--- src/pkg/blrfd_defines.svh ---
/*
 * Constants of the boot lock and reset fuse decoder: register byte
 * offsets, fuse and lock bit positions, reset values.
 * Assumes it is included by bare name, by package and design alike.
 */
`ifndef BLRFD_DEFINES_SVH
`define BLRFD_DEFINES_SVH

// Register byte offsets, one aligned word each
`define BLRFD_ADDR_W     5
`define BLRFD_OFF_EXT    5'h00
`define BLRFD_OFF_LOCK   5'h04
`define BLRFD_OFF_OCFG   5'h08
`define BLRFD_OFF_STAT   5'h0c
`define BLRFD_OFF_LPROG  5'h10

// Extended configuration byte fields
`define BLRFD_EXT_RB     3'h5
`define BLRFD_EXT_RVA    3'h4
`define BLRFD_EXT_RVB    3'h3

// Lock byte fields
`define BLRFD_BOOT_HI    3'h5
`define BLRFD_BOOT_LO    3'h4
`define BLRFD_APP_HI     3'h3
`define BLRFD_APP_LO     3'h2

// Widths, values and misc
`define BLRFD_OCFG_W     6
`define BLRFD_UNPROG     8'hff
`define BLRFD_ERASE_BIT  8
`define BLRFD_STAT_FORCE 0
`define BLRFD_STAT_DENY  1
`define BLRFD_RST_EDGES  3

`endif

--- src/pkg/blrfd_pkg.sv ---
/*
 * Types of the boot lock and reset fuse decoder: bus phase and the
 * single packed state record of the top module.
 * Assumes blrfd_defines.svh is on the include path.
 */
package blrfd_pkg;
    `include "blrfd_defines.svh"

    // Register bus phase
    typedef enum logic {
        BLRFD_BUS_IDLE,
        BLRFD_BUS_ACK
    } blrfd_bus_t;

    // All state of the top module
    typedef struct packed {
        logic [7:0]               ext_s1_q;
        logic [7:0]               ext_s2_q;
        logic [7:0]               lock_s1_q;
        logic [7:0]               lock_s2_q;
        logic [7:0]               ext_q;
        logic [7:0]               lock_q;
        logic                     force_q;
        logic [2:0]               out_a_q;
        logic [2:0]               out_b_q;
        logic [`BLRFD_OCFG_W-1:0] ocfg_q;
        blrfd_bus_t               bus_q;
        logic                     wait_q;
        logic [31:0]              rdata_q;
        logic                     grant_q;
        logic                     deny_q;
        logic                     irq_sup_q;
        logic                     deny_stk_q;
        logic                     nv_wr_q;
        logic [7:0]               nv_data_q;
    } blrfd_state_t;
endpackage : blrfd_pkg

--- src/blrfd_sect.sv ---
/*
 * Protection decode for one program memory section from its pair of
 * lock bits. Purely combinational; the caller registers the results.
 * Assumes the access qualifiers are already steered to this section.
 */
`timescale 1ns/1ps
`default_nettype none

module blrfd_sect (
    // Lock pair of this section, 0 means programmed
    input  wire logic prot_hi,
    input  wire logic prot_lo,
    // Access aimed at this section
    input  wire logic acc_wr,
    input  wire logic acc_rd,
    // Where the core executes and where its vectors sit
    input  wire logic from_other,
    input  wire logic exec_here,
    input  wire logic ivec_other,
    // Decisions
    output var  logic wr_blk,
    output var  logic rd_blk,
    output var  logic irq_blk
);
    logic prog_hi;
    logic prog_lo;

    // A programmed bit reads as zero
    assign prog_hi = ~prot_hi;
    assign prog_lo = ~prot_lo;

    // Low bit programmed stops self-writes in modes 2 and 3
    assign wr_blk = acc_wr & prog_lo;

    // High bit programmed stops reads issued from the other section
    assign rd_blk = acc_rd & from_other & prog_hi;

    // Vectors elsewhere cannot be trusted to reach locked code
    assign irq_blk = prog_hi & exec_here & ivec_other;
endmodule : blrfd_sect

`default_nettype wire

--- src/blrfd_top.sv ---
/*
 * Boot lock and reset fuse decoder. Samples the lock byte and the
 * extended configuration byte during reset, judges each self-write or
 * table-read access of the core, masks interrupts, and forces the
 * power stage outputs until the output configuration register is
 * written. Registers are reached over an Avalon-MM slave.
 * Assumes the nonvolatile array drives both bytes steadily and that
 * rst_n is held low for at least three clock edges.
 */
// Decided for this implementation: register access over Avalon-MM and the placing of the registers.
`timescale 1ns/1ps
`default_nettype none

`include "blrfd_defines.svh"

module blrfd_top (
    // Clock and synchronous reset
    input  wire logic                     clk,
    input  wire logic                     rst_n,
    // Avalon-MM slave
    input  wire logic [`BLRFD_ADDR_W-1:0] avs_address,
    input  wire logic                     avs_read,
    input  wire logic                     avs_write,
    input  wire logic [31:0]              avs_writedata,
    input  wire logic [3:0]               avs_byteenable,
    output var  logic [31:0]              avs_readdata,
    output var  logic                     avs_waitrequest,
    // Nonvolatile bytes, outside this clock domain
    input  wire logic [7:0]               ext_fuse_in,
    input  wire logic [7:0]               lock_byte_in,
    // Lock image back to the nonvolatile array
    output var  logic                     lock_nv_wr,
    output var  logic [7:0]               lock_nv_data,
    // Core program memory access check
    input  wire logic                     acc_valid,
    input  wire logic                     acc_write,
    input  wire logic                     acc_boot,
    input  wire logic                     exec_in_boot,
    input  wire logic                     ivec_in_boot,
    output var  logic                     acc_grant,
    output var  logic                     acc_deny,
    output var  logic                     irq_suppress,
    // Power stage outputs
    input  wire logic [2:0]               stage_a_in,
    input  wire logic [2:0]               stage_b_in,
    output var  logic [2:0]               stage_output_a,
    output var  logic [2:0]               stage_output_b,
    output var  logic                     stage_force
);
    import blrfd_pkg::*;

    blrfd_state_t st_q;
    blrfd_state_t st_d;

    logic [1:0]   wr_blk;
    logic [1:0]   rd_blk;
    logic [1:0]   irq_blk;

    // Word-aligned register select, shared by read and write paths
    function automatic logic blrfd_hit(
        input logic [`BLRFD_ADDR_W-1:0] a,
        input logic [`BLRFD_ADDR_W-1:0] off
    );
        return a[`BLRFD_ADDR_W-1:2] == off[`BLRFD_ADDR_W-1:2];
    endfunction : blrfd_hit

    // One decoder per section: 0 is application, 1 is boot
    genvar g;
    generate
        for (g = 0; g < 2; g++) begin : g_sect
            localparam logic [2:0] HI =
                (g == 0) ? `BLRFD_APP_HI : `BLRFD_BOOT_HI;
            localparam logic [2:0] LO =
                (g == 0) ? `BLRFD_APP_LO : `BLRFD_BOOT_LO;
            localparam logic       IS_BOOT = (g == 1);
            logic sel;

            assign sel = acc_valid & (acc_boot == IS_BOOT);

            blrfd_sect u_sect (
                .prot_hi    (st_q.lock_q[HI]),
                .prot_lo    (st_q.lock_q[LO]),
                .acc_wr     (sel & acc_write),
                .acc_rd     (sel & ~acc_write),
                .from_other (exec_in_boot != IS_BOOT),
                .exec_here  (exec_in_boot == IS_BOOT),
                .ivec_other (ivec_in_boot != IS_BOOT),
                .wr_blk     (wr_blk[g]),
                .rd_blk     (rd_blk[g]),
                .irq_blk    (irq_blk[g])
            );
        end
    endgenerate

    // Next state of the whole block
    always_comb begin
        logic        req;
        logic        wr_fire;
        logic        blocked;
        logic        lvl_a;
        logic        lvl_b;
        logic [31:0] rmux;
        req     = avs_read | avs_write;
        wr_fire = avs_write & (st_q.bus_q == BLRFD_BUS_ACK);
        blocked = |(wr_blk | rd_blk);
        lvl_a   = 1'b0;
        lvl_b   = 1'b0;
        rmux    = 32'h0000_0000;
        st_d    = st_q;

        // Synchronisers run through reset so the snapshot is valid
        st_d.ext_s1_q  = ext_fuse_in;
        st_d.ext_s2_q  = st_q.ext_s1_q;
        st_d.lock_s1_q = lock_byte_in;
        st_d.lock_s2_q = st_q.lock_s1_q;

        if (!rst_n) begin
            // Snapshot is taken only while reset is low
            st_d.ext_q      = st_q.ext_s2_q;
            st_d.lock_q     = st_q.lock_s2_q;
            st_d.force_q    = ~st_q.ext_s2_q[`BLRFD_EXT_RB];
            lvl_a           = ~st_q.ext_s2_q[`BLRFD_EXT_RVA];
            lvl_b           = ~st_q.ext_s2_q[`BLRFD_EXT_RVB];
            // Not forcing: pins stay low as the port is idle in reset
            st_d.out_a_q    = st_d.force_q ? {3{lvl_a}} : 3'h0;
            st_d.out_b_q    = st_d.force_q ? {3{lvl_b}} : 3'h0;
            st_d.ocfg_q     = '0;
            st_d.bus_q      = BLRFD_BUS_IDLE;
            st_d.wait_q     = 1'b1;
            st_d.rdata_q    = 32'h0000_0000;
            st_d.grant_q    = 1'b0;
            st_d.deny_q     = 1'b0;
            st_d.irq_sup_q  = 1'b0;
            st_d.deny_stk_q = 1'b0;
            st_d.nv_wr_q    = 1'b0;
            st_d.nv_data_q  = st_q.lock_s2_q;
        end else begin
            // Access verdict, one cycle after the request
            st_d.grant_q   = acc_valid & ~blocked;
            st_d.deny_q    = acc_valid & blocked;
            st_d.irq_sup_q = |irq_blk;

            // Bus handshake: one wait cycle, then a one-cycle ack
            if (req && st_q.bus_q == BLRFD_BUS_IDLE) begin
                st_d.bus_q  = BLRFD_BUS_ACK;
                st_d.wait_q = 1'b0;
            end else begin
                st_d.bus_q  = BLRFD_BUS_IDLE;
                st_d.wait_q = 1'b1;
            end

            // Read data is staged during the wait cycle
            if (blrfd_hit(avs_address, `BLRFD_OFF_EXT)) begin
                rmux = {24'h0, st_q.ext_q};
            end else if (blrfd_hit(avs_address, `BLRFD_OFF_LOCK)) begin
                rmux = {24'h0, st_q.lock_q};
            end else if (blrfd_hit(avs_address, `BLRFD_OFF_OCFG)) begin
                rmux = {26'h0, st_q.ocfg_q};
            end else if (blrfd_hit(avs_address, `BLRFD_OFF_STAT)) begin
                rmux = {30'h0, st_q.deny_stk_q, st_q.force_q};
            end else if (blrfd_hit(avs_address, `BLRFD_OFF_LPROG)) begin
                rmux = {24'h0, st_q.nv_data_q};
            end else begin
                rmux = 32'h0000_0000;
            end
            if (avs_read && st_q.bus_q == BLRFD_BUS_IDLE) begin
                st_d.rdata_q = rmux;
            end

            // Any write to output configuration ends the forcing
            if (wr_fire && blrfd_hit(avs_address, `BLRFD_OFF_OCFG)) begin
                st_d.force_q = 1'b0;
                if (avs_byteenable[0]) begin
                    st_d.ocfg_q = avs_writedata[`BLRFD_OCFG_W-1:0];
                end
            end

            // Sticky deny flag: write one clears, a new deny wins
            if (wr_fire && blrfd_hit(avs_address, `BLRFD_OFF_STAT) &&
                avs_byteenable[0] && avs_writedata[`BLRFD_STAT_DENY]) begin
                st_d.deny_stk_q = 1'b0;
            end
            if (acc_valid && blocked) begin
                st_d.deny_stk_q = 1'b1;
            end

            // Lock image: writes only program bits, erase restores ones
            st_d.nv_wr_q = 1'b0;
            if (wr_fire && blrfd_hit(avs_address, `BLRFD_OFF_LPROG)) begin
                st_d.nv_wr_q = 1'b1;
                if (avs_writedata[`BLRFD_ERASE_BIT]) begin
                    st_d.nv_data_q = `BLRFD_UNPROG;
                end else if (avs_byteenable[0]) begin
                    st_d.nv_data_q = st_q.nv_data_q &
                                     avs_writedata[7:0];
                end
            end

            // Output drive follows the stage logic once released
            lvl_a = ~st_q.ext_q[`BLRFD_EXT_RVA];
            lvl_b = ~st_q.ext_q[`BLRFD_EXT_RVB];
            if (st_d.force_q) begin
                st_d.out_a_q = {3{lvl_a}};
                st_d.out_b_q = {3{lvl_b}};
            end else begin
                st_d.out_a_q = stage_a_in;
                st_d.out_b_q = stage_b_in;
            end
        end
    end

    // Single state register
    always_ff @(posedge clk) begin
        st_q <= st_d;
    end

    // Every output straight from the state register
    assign avs_readdata    = st_q.rdata_q;
    assign avs_waitrequest = st_q.wait_q;
    assign lock_nv_wr      = st_q.nv_wr_q;
    assign lock_nv_data    = st_q.nv_data_q;
    assign acc_grant       = st_q.grant_q;
    assign acc_deny        = st_q.deny_q;
    assign irq_suppress    = st_q.irq_sup_q;
    assign stage_output_a  = st_q.out_a_q;
    assign stage_output_b  = st_q.out_b_q;
    assign stage_force     = st_q.force_q;
endmodule : blrfd_top

`default_nettype wire
--- config.mk ---
export PLATFORM = sky130hd
export DESIGN_NAME = blrfd_top
export DESIGN_NICKNAME = d
export VERILOG_FILES = /design/src/pkg/blrfd_pkg.sv /design/src/blrfd_sect.sv /design/src/blrfd_top.sv
export VERILOG_INCLUDE_DIRS = /design/src /design/src/pkg
export SDC_FILE = /design/constraint.sdc
export NUM_CORES = 1
export LEC_CHECK = 0
export BUFFER_PORTS_ARGS = -buffer_cell sky130_fd_sc_hd__buf_2
export CAP_MARGIN = 20
export CORE_MARGIN = 2
export CORE_UTILIZATION = 48
export CTS_CLUSTER_SIZE = 10
export DETAILED_ROUTE_END_ITERATION = 8
export GPL_TIMING_DRIVEN = 0
export PLACE_DENSITY = 0.87
export SYNTH_ARGS = -nofsm -noshare
export SYNTH_HDL_FRONTEND = slang
export SYNTH_SLANG_ARGS = --single-unit
--- constraint.sdc ---
create_clock -name clk -period 2.41 [get_ports clk]
set_input_delay 0.482 -clock clk [delete_from_list [all_inputs] [get_ports clk]]
set_output_delay 0.482 -clock clk [all_outputs]
set_load 0.1 [all_outputs]
Word-level counts from Yosys, hierarchy flattened
Cells that the tools add are included.
{"block": "totals", "ff_bits": 108, "latchBits": 0, "ramBits": 0, "romBits": 0, "inputBits": 72, "out_inout_bits": 52, "wordCells": 96, "mem_count": 0}
{"block": "classes", "addsub": 0, "multipliers": 0, "div_mod_pow": 0, "order_cmp": 0, "eq_ne": 6, "shifts": 0, "muxes": 20, "bitwise": 37, "reduce_logical": 14}
{"op": "60-bit two-way mux", "n": 1}
{"op": "8-bit two-way mux", "n": 7}
{"op": "32-bit two-way mux", "n": 1}
{"op": "1-bit AND", "n": 19}
{"op": "6-bit two-way mux", "n": 3}
{"op": "1-bit NOT", "n": 15}
{"op": "9-bit two-way mux", "n": 1}
{"op": "8-bit AND", "n": 1}
{"op": "1-bit logical AND", "n": 8}
{"op": "3-bit by 2-bit == test with 1-bit output (second input constant)", "n": 2}
{"op": "3-bit two-way mux", "n": 2}
{"op": "1-bit two-way mux", "n": 4}
{"op": "2-bit AND reduction", "n": 2}
{"op": "2-bit OR reduction", "n": 2}
{"op": "3-bit by 1-bit == test with 1-bit output (second input constant)", "n": 1}
{"op": "3-bit == test (second input constant)", "n": 1}
{"op": "3-bit zero test", "n": 1}
{"op": "3-bit by 1-bit != test with 1-bit output (second input constant)", "n": 1}
{"op": "2-bit two-way mux", "n": 1}
{"op": "2-bit by 1-bit != test with 1-bit output (second input constant)", "n": 1}
{"op": "2-bit bitwise OR", "n": 1}
{"op": "2-bit nonzero test", "n": 1}
{"op": "1-bit bitwise OR", "n": 1}

Depth between registers and ports, before layout
Gate-level depths: netlist of run 1.
{"block": "logic_depth", "ltp_word": 10, "mapped_depth": 5, "depth_no_buf": 4}

Hierarchy
A second synthesis of run 1 with hierarchy kept.
{"block": "unflattened", "cells_unflattened": 292, "hier_area_um2": 3315.7}
{"module": "blrfd_top", "n_inst": 1, "cells_per_inst": 286, "area_each_um2": 3268.1, "seq_area_each_um2": 1921.8}
{"module": "blrfd_sect", "n_inst": 2, "cells_per_inst": 3, "area_each_um2": 23.8, "seq_area_each_um2": 0.0}

Worst setup path after synthesis of run 1
No wires, ideal clock.
{"block": "synth_timing", "path_type": "in2reg", "from": "in rst_n", "to": "reg st_q, in the netlist lock_nv_data[1], data pin", "setup_ns": 0.166, "arrival_ns": 1.658, "required_ns": 2.244, "setup_slack_ns": 0.587, "stages": 5, "n_path_buf": 2, "cell_sequence": "inv_2 > buf_2 > clkbuf_1 > nand2_1 > o31ai_2"}
{"element": "start, declared", "line": "blrfd_top.sv:19", "source": "input wire logic rst_n,"}
{"element": "end signal, assigned", "line": "blrfd_top.sv:214", "source": "st_q <= st_d;"}
{"element": "end, declared", "line": "blrfd_top.sv:52", "source": "blrfd_state_t st_q;"}

Worst setup path in the final report of run 1
{"block": "layout_timing", "from": "in avs_address[2]", "to": "reg st_q, in the netlist lock_nv_data[4] (enable)"}
{"block": "layout_via", "elab_chain_len": 4}
{"element": "start, declared", "line": "blrfd_top.sv:21", "source": "input wire logic [`BLRFD_ADDR_W-1:0] avs_address,"}
{"element": "3-bit == test", "line": "blrfd_top.sv:64", "source": "return a[`BLRFD_ADDR_W-1:2] == off[`BLRFD_ADDR_W-1:2];"}
{"element": "1-bit logical AND", "line": "blrfd_top.sv:189", "source": "if (wr_fire && blrfd_hit(avs_address, `BLRFD_OFF_LPROG)) begin"}
{"element": "2-bit by 1-bit != test with 1-bit output (no source line)"}
{"element": "2-bit AND reduction (no source line)"}
Every way passes these cells.
A chain may end at the register's enable or synchronous reset.

==> impl_results.md, run 1 <==
- Worst Tran Pin Value: 0.795 ns
- Die area: 7410 um^2
- # Post-CTS Setup Buffers: 0
- Number of diodes: 0
- Outcome: finished clean
- Setup Viol. Count Final: 0
- Largest family of logic cells by synthesized area: compound AO/OA/AOI/OAI gates
- Fin crit period: 1.93 ns
- Core Box Area: 6420 um^2
- Die W: 86.1 um
- Placed Cells: 452
- First-pass GRT wire length: 10.1 mm
- GRT Residual Overflow: 0
- Crit-path max FO: 10
- Non-Filler Instances: 468
- Gpl congestion: 0.855
- R2R cell count: 2
- Mux contribution to synthesized area: 1.93%
- Compound-cell area share of the yosys netlist: 14.2%
- Placed inst area: 3780 um^2
- Initial antenna violation count: 0
- Worst VDD drop: 0.339 mV
- Cell area after synthesis: 3230 um^2
- CTS tree: done
- Setup crit end kind: flip-flop
- H-tree levels: 3
- Via density per instance: 4.88
- Pre-CTS WS: 0.0949 ns
- Final count of hold timing violations: 0
- Seq/Total Area, Yosys: 59.4%
- Total global-route track usage: 17.8%
- Nets: 458
- Worst EP required: 2.40 ns
- Sink Count: 84
- WHS Path Cells: 1
- Final TNS setup: 0 ns
- IO Pins: 124
- Synthesis-to-layout area growth: 23.1%
- Synth Area in Adders: 0%
- Pwr Density: 812 nW/um^2
- # DRC: 0
- Synth Instances: 281
- Clk_lat worst skew: 0.35 ns
- Critical path arrival: 1.92 ns
- Main synth FF type: dfxtp_1
- Pleak: 0.00177 uW
- Critical Path Source Type: input pin
- Finished Cell Area: 3980 um^2
- Clock Skew: 0.00567 ns
- Synth warn: 0
- Detailed-placement wirelength estimate: 4.83 mm
- Max Cap Viol: 0
- Starting density of the core: 50.4%
- Avg WL per Cell: 13.8 um
- Post-synthesis cell type count: 39
- Average size of a mapped cell: 11.5 um^2
- First-pass iteration count of the detailed router: 5
- Hold Path Class: in -> reg
- Routed vias: 2282
- Share of layout cells above drive strength 1: 39.9%
- Resized cells post-CTS: 0
- Xor and xnor area share after synthesis: 0%
- EDFF count, synth: 24
- Die height: 86.1 um
- Filler cell count: 505
- Fmax: 0.518 GHz
- Worst slew margin: 46.6%
- Port buffer count: 70
- Num CTS Buffers: 9
- Tcrit/Tclk final: 80.1%
- DR iter-0 viols: 187
- Largest net degree at the start of global routing: 18
- Critical path class: in -> reg
- CTS root buffer: clkbuf_8
- Ys async rst share: 0%
- Clock-pin slew on the worst setup and hold paths: 0.08 ns
- RSZ-0062 raised after global routing: no
- Register bit count reported by yosys: 84
- Setup ws final: 0.480 ns
- Slew Limit Fails: 0
- Simple-Gate Fraction of Synth Area: 11.6%
- Final wirelength: 6.47 mm
- Hold Buf Count CTS: 0
- Clock tree buffer depth: 2
- Final ANT Viol Nets: 0
- Rows: 29
- Reg2Reg Setup Slack: 0.65 ns
- Number of global-route vias before repair: 2162
## placed cells by master (no fill, tap or decap), types with 4 or more instances in the layout
cell,synthesis,final
mux2i_1,4,4
a2111oi_0,4,4
buf_2,5,75
nand2_1,26,26
a31o_1,6,6
clkbuf_8,0,9
o21ai_1,9,9
a21oi_1,18,18
edfxtp_1,24,24
buf_4,48,48
nor2_1,7,7
nand2b_1,6,6
o31ai_1,6,6
conb_1,1,24
nand3_1,6,6
nor2b_1,6,6
o31ai_2,8,8
dfxtp_1,60,60
## Yosys cell counts, types with 4 or more instances
cell type / instances / area share, %
a2111oi_0: 4 / 1.1
o31ai_1: 6 / 1.4
o31ai_2: 8 / 3.1
buf_2: 5 / 0.77
dfxtp_1: 60 / 37
nand2b_1: 6 / 1.2
nor2_1: 7 / 0.81
edfxtp_1: 24 / 22
nand3_1: 6 / 0.93
a31o_1: 6 / 1.6
nor2b_1: 6 / 1.2
o21ai_1: 9 / 1.4
nand2_1: 26 / 3.0
a21oi_1: 18 / 2.8
mux2i_1: 4 / 1.2
buf_4: 48 / 11
## flip-flops by register name (all words and copies together), names as in the netlist
register and count:
st_d 16, avs_readdata 8, stage_output_a 3, stage_output_b 3, acc_deny 1, lock_nv_data 8
acc_grant 1, stage_force 1, lock_nv_wr 1, avs_waitrequest 1, irq_suppress 1, st_q 40
## layout make-up
class | count | area [um^2] | share of cell area, %
plain buffers | 57 | 400 | 10.1
inverters | 3 | 11.3 | 0.283
repair buffers | 71 | 365 | 9.17
clock buffers | 9 | 124 | 3.11
well taps | 77 | 96.3 | 2.42
flip-flops and latches | 84 | 1920 | 48.3
clock inverters | 7 | 76.3 | 1.92
multi-input cells | 160 | 987 | 24.8
## through the flow
step                power, uW  util (%)  hold slack, ns
CTS                      3250      62.0           0.209
floorplan                2170         -           0.310
global route             3340      62.0           0.205
global placement         2270      58.7           0.312
detailed placement       2280      58.9           0.312
finish                   3240      62.0           0.221
## final timing paths
path	from	to
min	ext_fuse_in[6]	st_d[98]$_DFF_P_
min reg2reg	st_d[81]$_DFF_P_	st_q[81]$_DFF_P_
max reg2reg	st_q[46]$_SDFF_PN0_	lock_nv_data[4]$_DFFE_PP_
max	avs_address[2]	lock_nv_data[4]$_DFFE_PP_
## cells by family (layout without fill, tap and decap cells)
family | count (synthesis) | count (layout)
flops | 84 | 84
mux | 6 | 6
buf+inv | 60 | 147
compound gates | 63 | 63
other cells | 1 | 24
simple gates | 67 | 67
## metal layers
| metal | track usage [%] | vias to the layer above | routed length (um) |
|---|---|---|---|
| met2 | 29.6 | 109 | 3130 |
| met1 | 21.2 | 1012 | 2710 |
| met3 | 3.37 | 17 | 451 |
| met5 | 0 | - | 0 |
| met4 | 11.1 | 0 | 179 |
| li1 | - | 1144 | - |
## report_power, final
group / total [uW] / switching, uW / internal (uW)
Combinational: 682 / 524 / 158
Sequential: 1570 / 38.1 / 1530
Clock: 982 / 499 / 483
## worst max-delay path, stage by stage
cell	delay (ns)
buf_2	0.15
buf_4	0.19
nor2_4	0.13
nand4_4	0.25
o21ai_1	0.72
Note: power is estimated with default switching activity, not from simulation.
==> inputs of run 2 (changes only) <==
==> constraint.sdc (replaced) <==
create_clock -name clk -period 1.8 [get_ports clk]
set_input_delay 0.36 -clock clk [delete_from_list [all_inputs] [get_ports clk]]
set_output_delay 0.36 -clock clk [all_outputs]
set_load 0.1 [all_outputs]
==> run 2 against run 1 <==
Compared with the run above:
- die area is the same
- clock power rose by 34%
- clock skew fell by 0.00065 ns
- via count is the same
- worst setup slack got worse by 0.36 ns
- final area hardly changed
- register-to-register slack worse by 0.38 ns
- largest power group unchanged
- hold slack worse by 0.12 ns
- non-clock buffer count did not move
==> impl_results.md, run 2 (synthesis results as in run 1) <==
- Reg with most FFs: st_q (unchanged)
- Pleak: 0.00177 uW (about the same)
- Hold Path Origin: ext_fuse_in[6] (unchanged)
- Clock power share: 30.4% (about the same)
- Number of diodes: 0 (unchanged)
- CTS root buffer: clkbuf_8 (unchanged)
- Worst slew margin: 60.7% (was 46.6%)
- Synthesis-to-layout area growth: 23.2% (was 23.1%)
- Placed inst area: 3780 um^2 (unchanged)
- Largest stage delay, worst path: 0.41 ns (was 0.72 ns)
- Pint: 2910 uW (was 2170 uW)
- Port buffer count: 70 (unchanged)
- Share of layout cells above drive strength 1: 40.2% (was 39.9%)
- Final ANT Viol Nets: 0 (unchanged)
- Die W: 86.1 um (unchanged)
- Tcrit/Tclk final: 93.2%
- Num CTS Buffers: 9 (unchanged)
- IO Pins: 124 (unchanged)
- Nets: 458 (unchanged)
- Sw Ratio: 32.8% (about the same)
- Most frequent cells in the layout: buf_2 (75), dfxtp_1 (60), buf_4 (48) (unchanged)
- Critical Path Source Type: flip-flop (was input pin)
- Rows: 29 (unchanged)
- Clock Skew: 0.00502 ns (was 0.00567 ns)
- Critical path arrival: 1.32 ns (was 1.92 ns)
- Most common cell after layout, fill and taps aside: buf_2 (unchanged)
- Critical path class: reg -> out (was in -> reg)
- Via density per instance: 4.88 (unchanged)
- Critical path's slowest cell: edfxtp_1 (was o21ai_1)
- # DRC: 0 (unchanged)
- H-tree levels: 3 (unchanged)
- Outcome: finished clean (unchanged)
- Total global-route track usage: 17.8% (unchanged)
- Pre-CTS WS: -0.393 ns (was 0.0949 ns)
- Finished Cell Area: 3990 um^2 (was 3980 um^2)
- Sink Count: 84 (unchanged)
- Clk_lat worst skew: 0.36 ns (was 0.35 ns)
- R2r startpoint: st_q[46]$_SDFF_PN0_ (unchanged)
- Crit-path max FO: 3 (was 10)
- Setup crit end kind: output port (was flip-flop)
- Setup ws final: 0.122 ns (was 0.480 ns)
- Final count of hold timing violations: 0 (unchanged)
- Routed vias: 2282 (unchanged)
- Placed Cells: 452 (unchanged)
- Max reg flops: 40 (unchanged)
- Number of global-route vias before repair: 2162 (unchanged)
- Seq pwr share: 48.5% (was 48.6%)
- Gpl congestion: 0.855 (unchanged)
- Slew Limit Fails: 0 (unchanged)
- Initial antenna violation count: 0 (unchanged)
- Max Cap Viol: 0 (unchanged)
- Fmax: 0.596 GHz
- GRT Residual Overflow: 0 (unchanged)
- Setup Viol. Count Final: 0 (unchanged)
- Core Box Area: 6420 um^2 (unchanged)
- Filler cell count: 503 (was 505)
- Worst Tran Pin Value: 0.589 ns (was 0.795 ns)
- Hold Path Class: in -> reg (unchanged)
- Critical path buffers and inverters: 2 (unchanged)
- Starting density of the core: 50.4% (unchanged)
- Die height: 86.1 um (unchanged)
- Hold Buf Count CTS: 0 (unchanged)
- RSZ-0062 raised after global routing: no (unchanged)
- Pwr Density: 1090 nW/um^2 (was 812 nW/um^2)
- Total Power: 4330 uW (was 3240 uW)
- Psw: 1420 uW (was 1060 uW)
- Detailed-placement wirelength estimate: 4.83 mm (unchanged)
- Avg WL per Cell: 13.8 um (about the same)
- Worst VDD drop: 0.455 mV (was 0.339 mV)
- First-pass iteration count of the detailed router: 4 (was 5)
- First-pass GRT wire length: 10.1 mm (unchanged)
- CTS tree: done (unchanged)
- Die area: 7410 um^2 (unchanged)
- Combinational group share of total power: 21.1% (about the same)
- Worst EP required: 1.44 ns (was 2.40 ns)
- Non-Filler Instances: 468 (unchanged)
- DR iter-0 viols: 215 (was 187)
- Largest net degree at the start of global routing: 18 (unchanged)
- Worst setup startpoint: lock_nv_data[6]$_DFFE_PP_ (was avs_address[2])
- Critical path cell sequence: buf_4 -> buf_2 (was buf_2 -> buf_4 -> nor2_4 -> nand4_4 -> o21ai_1)
- Clock-pin slew on the worst setup and hold paths: 0.08 ns (about the same)
- Fin crit period: 1.68 ns
- Clock tree buffer depth: 2 (unchanged)
- Family with the most delay on the worst path: buffers and inverters (was compound AO/OA/AOI/OAI gates)
- Final wirelength: 6.44 mm (was 6.47 mm)
## run 2: changes by cell type in the layout (fill, tap and decap cells not counted)
cell,change
o21ai_1,-1
o21ai_2,+1
## run 2: per-stage QoR
step	hold slack [ns]	setup TNS (ns)	utilization (%)
after floorplan	0.310	0	-
after global placement	0.312	-12.13	58.7
after detailed placement	0.312	-4.15	58.9
after CTS	0.0868	0	62.1
after global routing	0.0830	0	62.1
final	0.0963	0	62.1
## run 2: timing repair
item | CTS | global route
gates resized for setup | 1 | 0
endpoints found under the setup margin | 8 | 0
buffers inserted | 0 | 0
## run 2: path summary, 6_finish.rpt
kind | end | slack, ns | cells past startpoint
worst min register to register | st_q[81]$_DFF_P_ | 0.33 | 0
worst max register to register | lock_nv_data[0]$_DFFE_PP_ | 0.27 | 2
worst min-delay path | st_d[98]$_DFF_P_ | 0.1 | 1
worst max-delay path | lock_nv_data[6] | 0.12 | 2
## run 2: power groups by stage
stage / clock network (uW) / registers [uW] / logic, uW
CTS: 1340 / 2100 / 912
floorplan: 0 / 2180 / 716
detailed placement: 0 / 2150 / 907
global route: 1410 / 2110 / 951
finish: 1320 / 2100 / 913
global placement: 0 / 2140 / 891
## run 2: per-layer routing
metal	GRT usage (%)	up-vias	wire, um
met5	0	-	0
met4	11.1	0	204
met3	3.37	20	445
met2	29.6	103	3090
met1	21.2	1017	2700
li1	-	1142	-
## run 2: final cells by class
class	count	area, um^2	area share (%)
Buffer	57	400	10.0
Clock buffer	9	124	3.11
Clock inverter	7	76.3	1.91
Inverter	3	11.3	0.282
Multi-Input combinational cell	160	991	24.9
Sequential cell	84	1920	48.2
Tap cell	77	96.3	2.42
Timing Repair Buffer	71	365	9.17
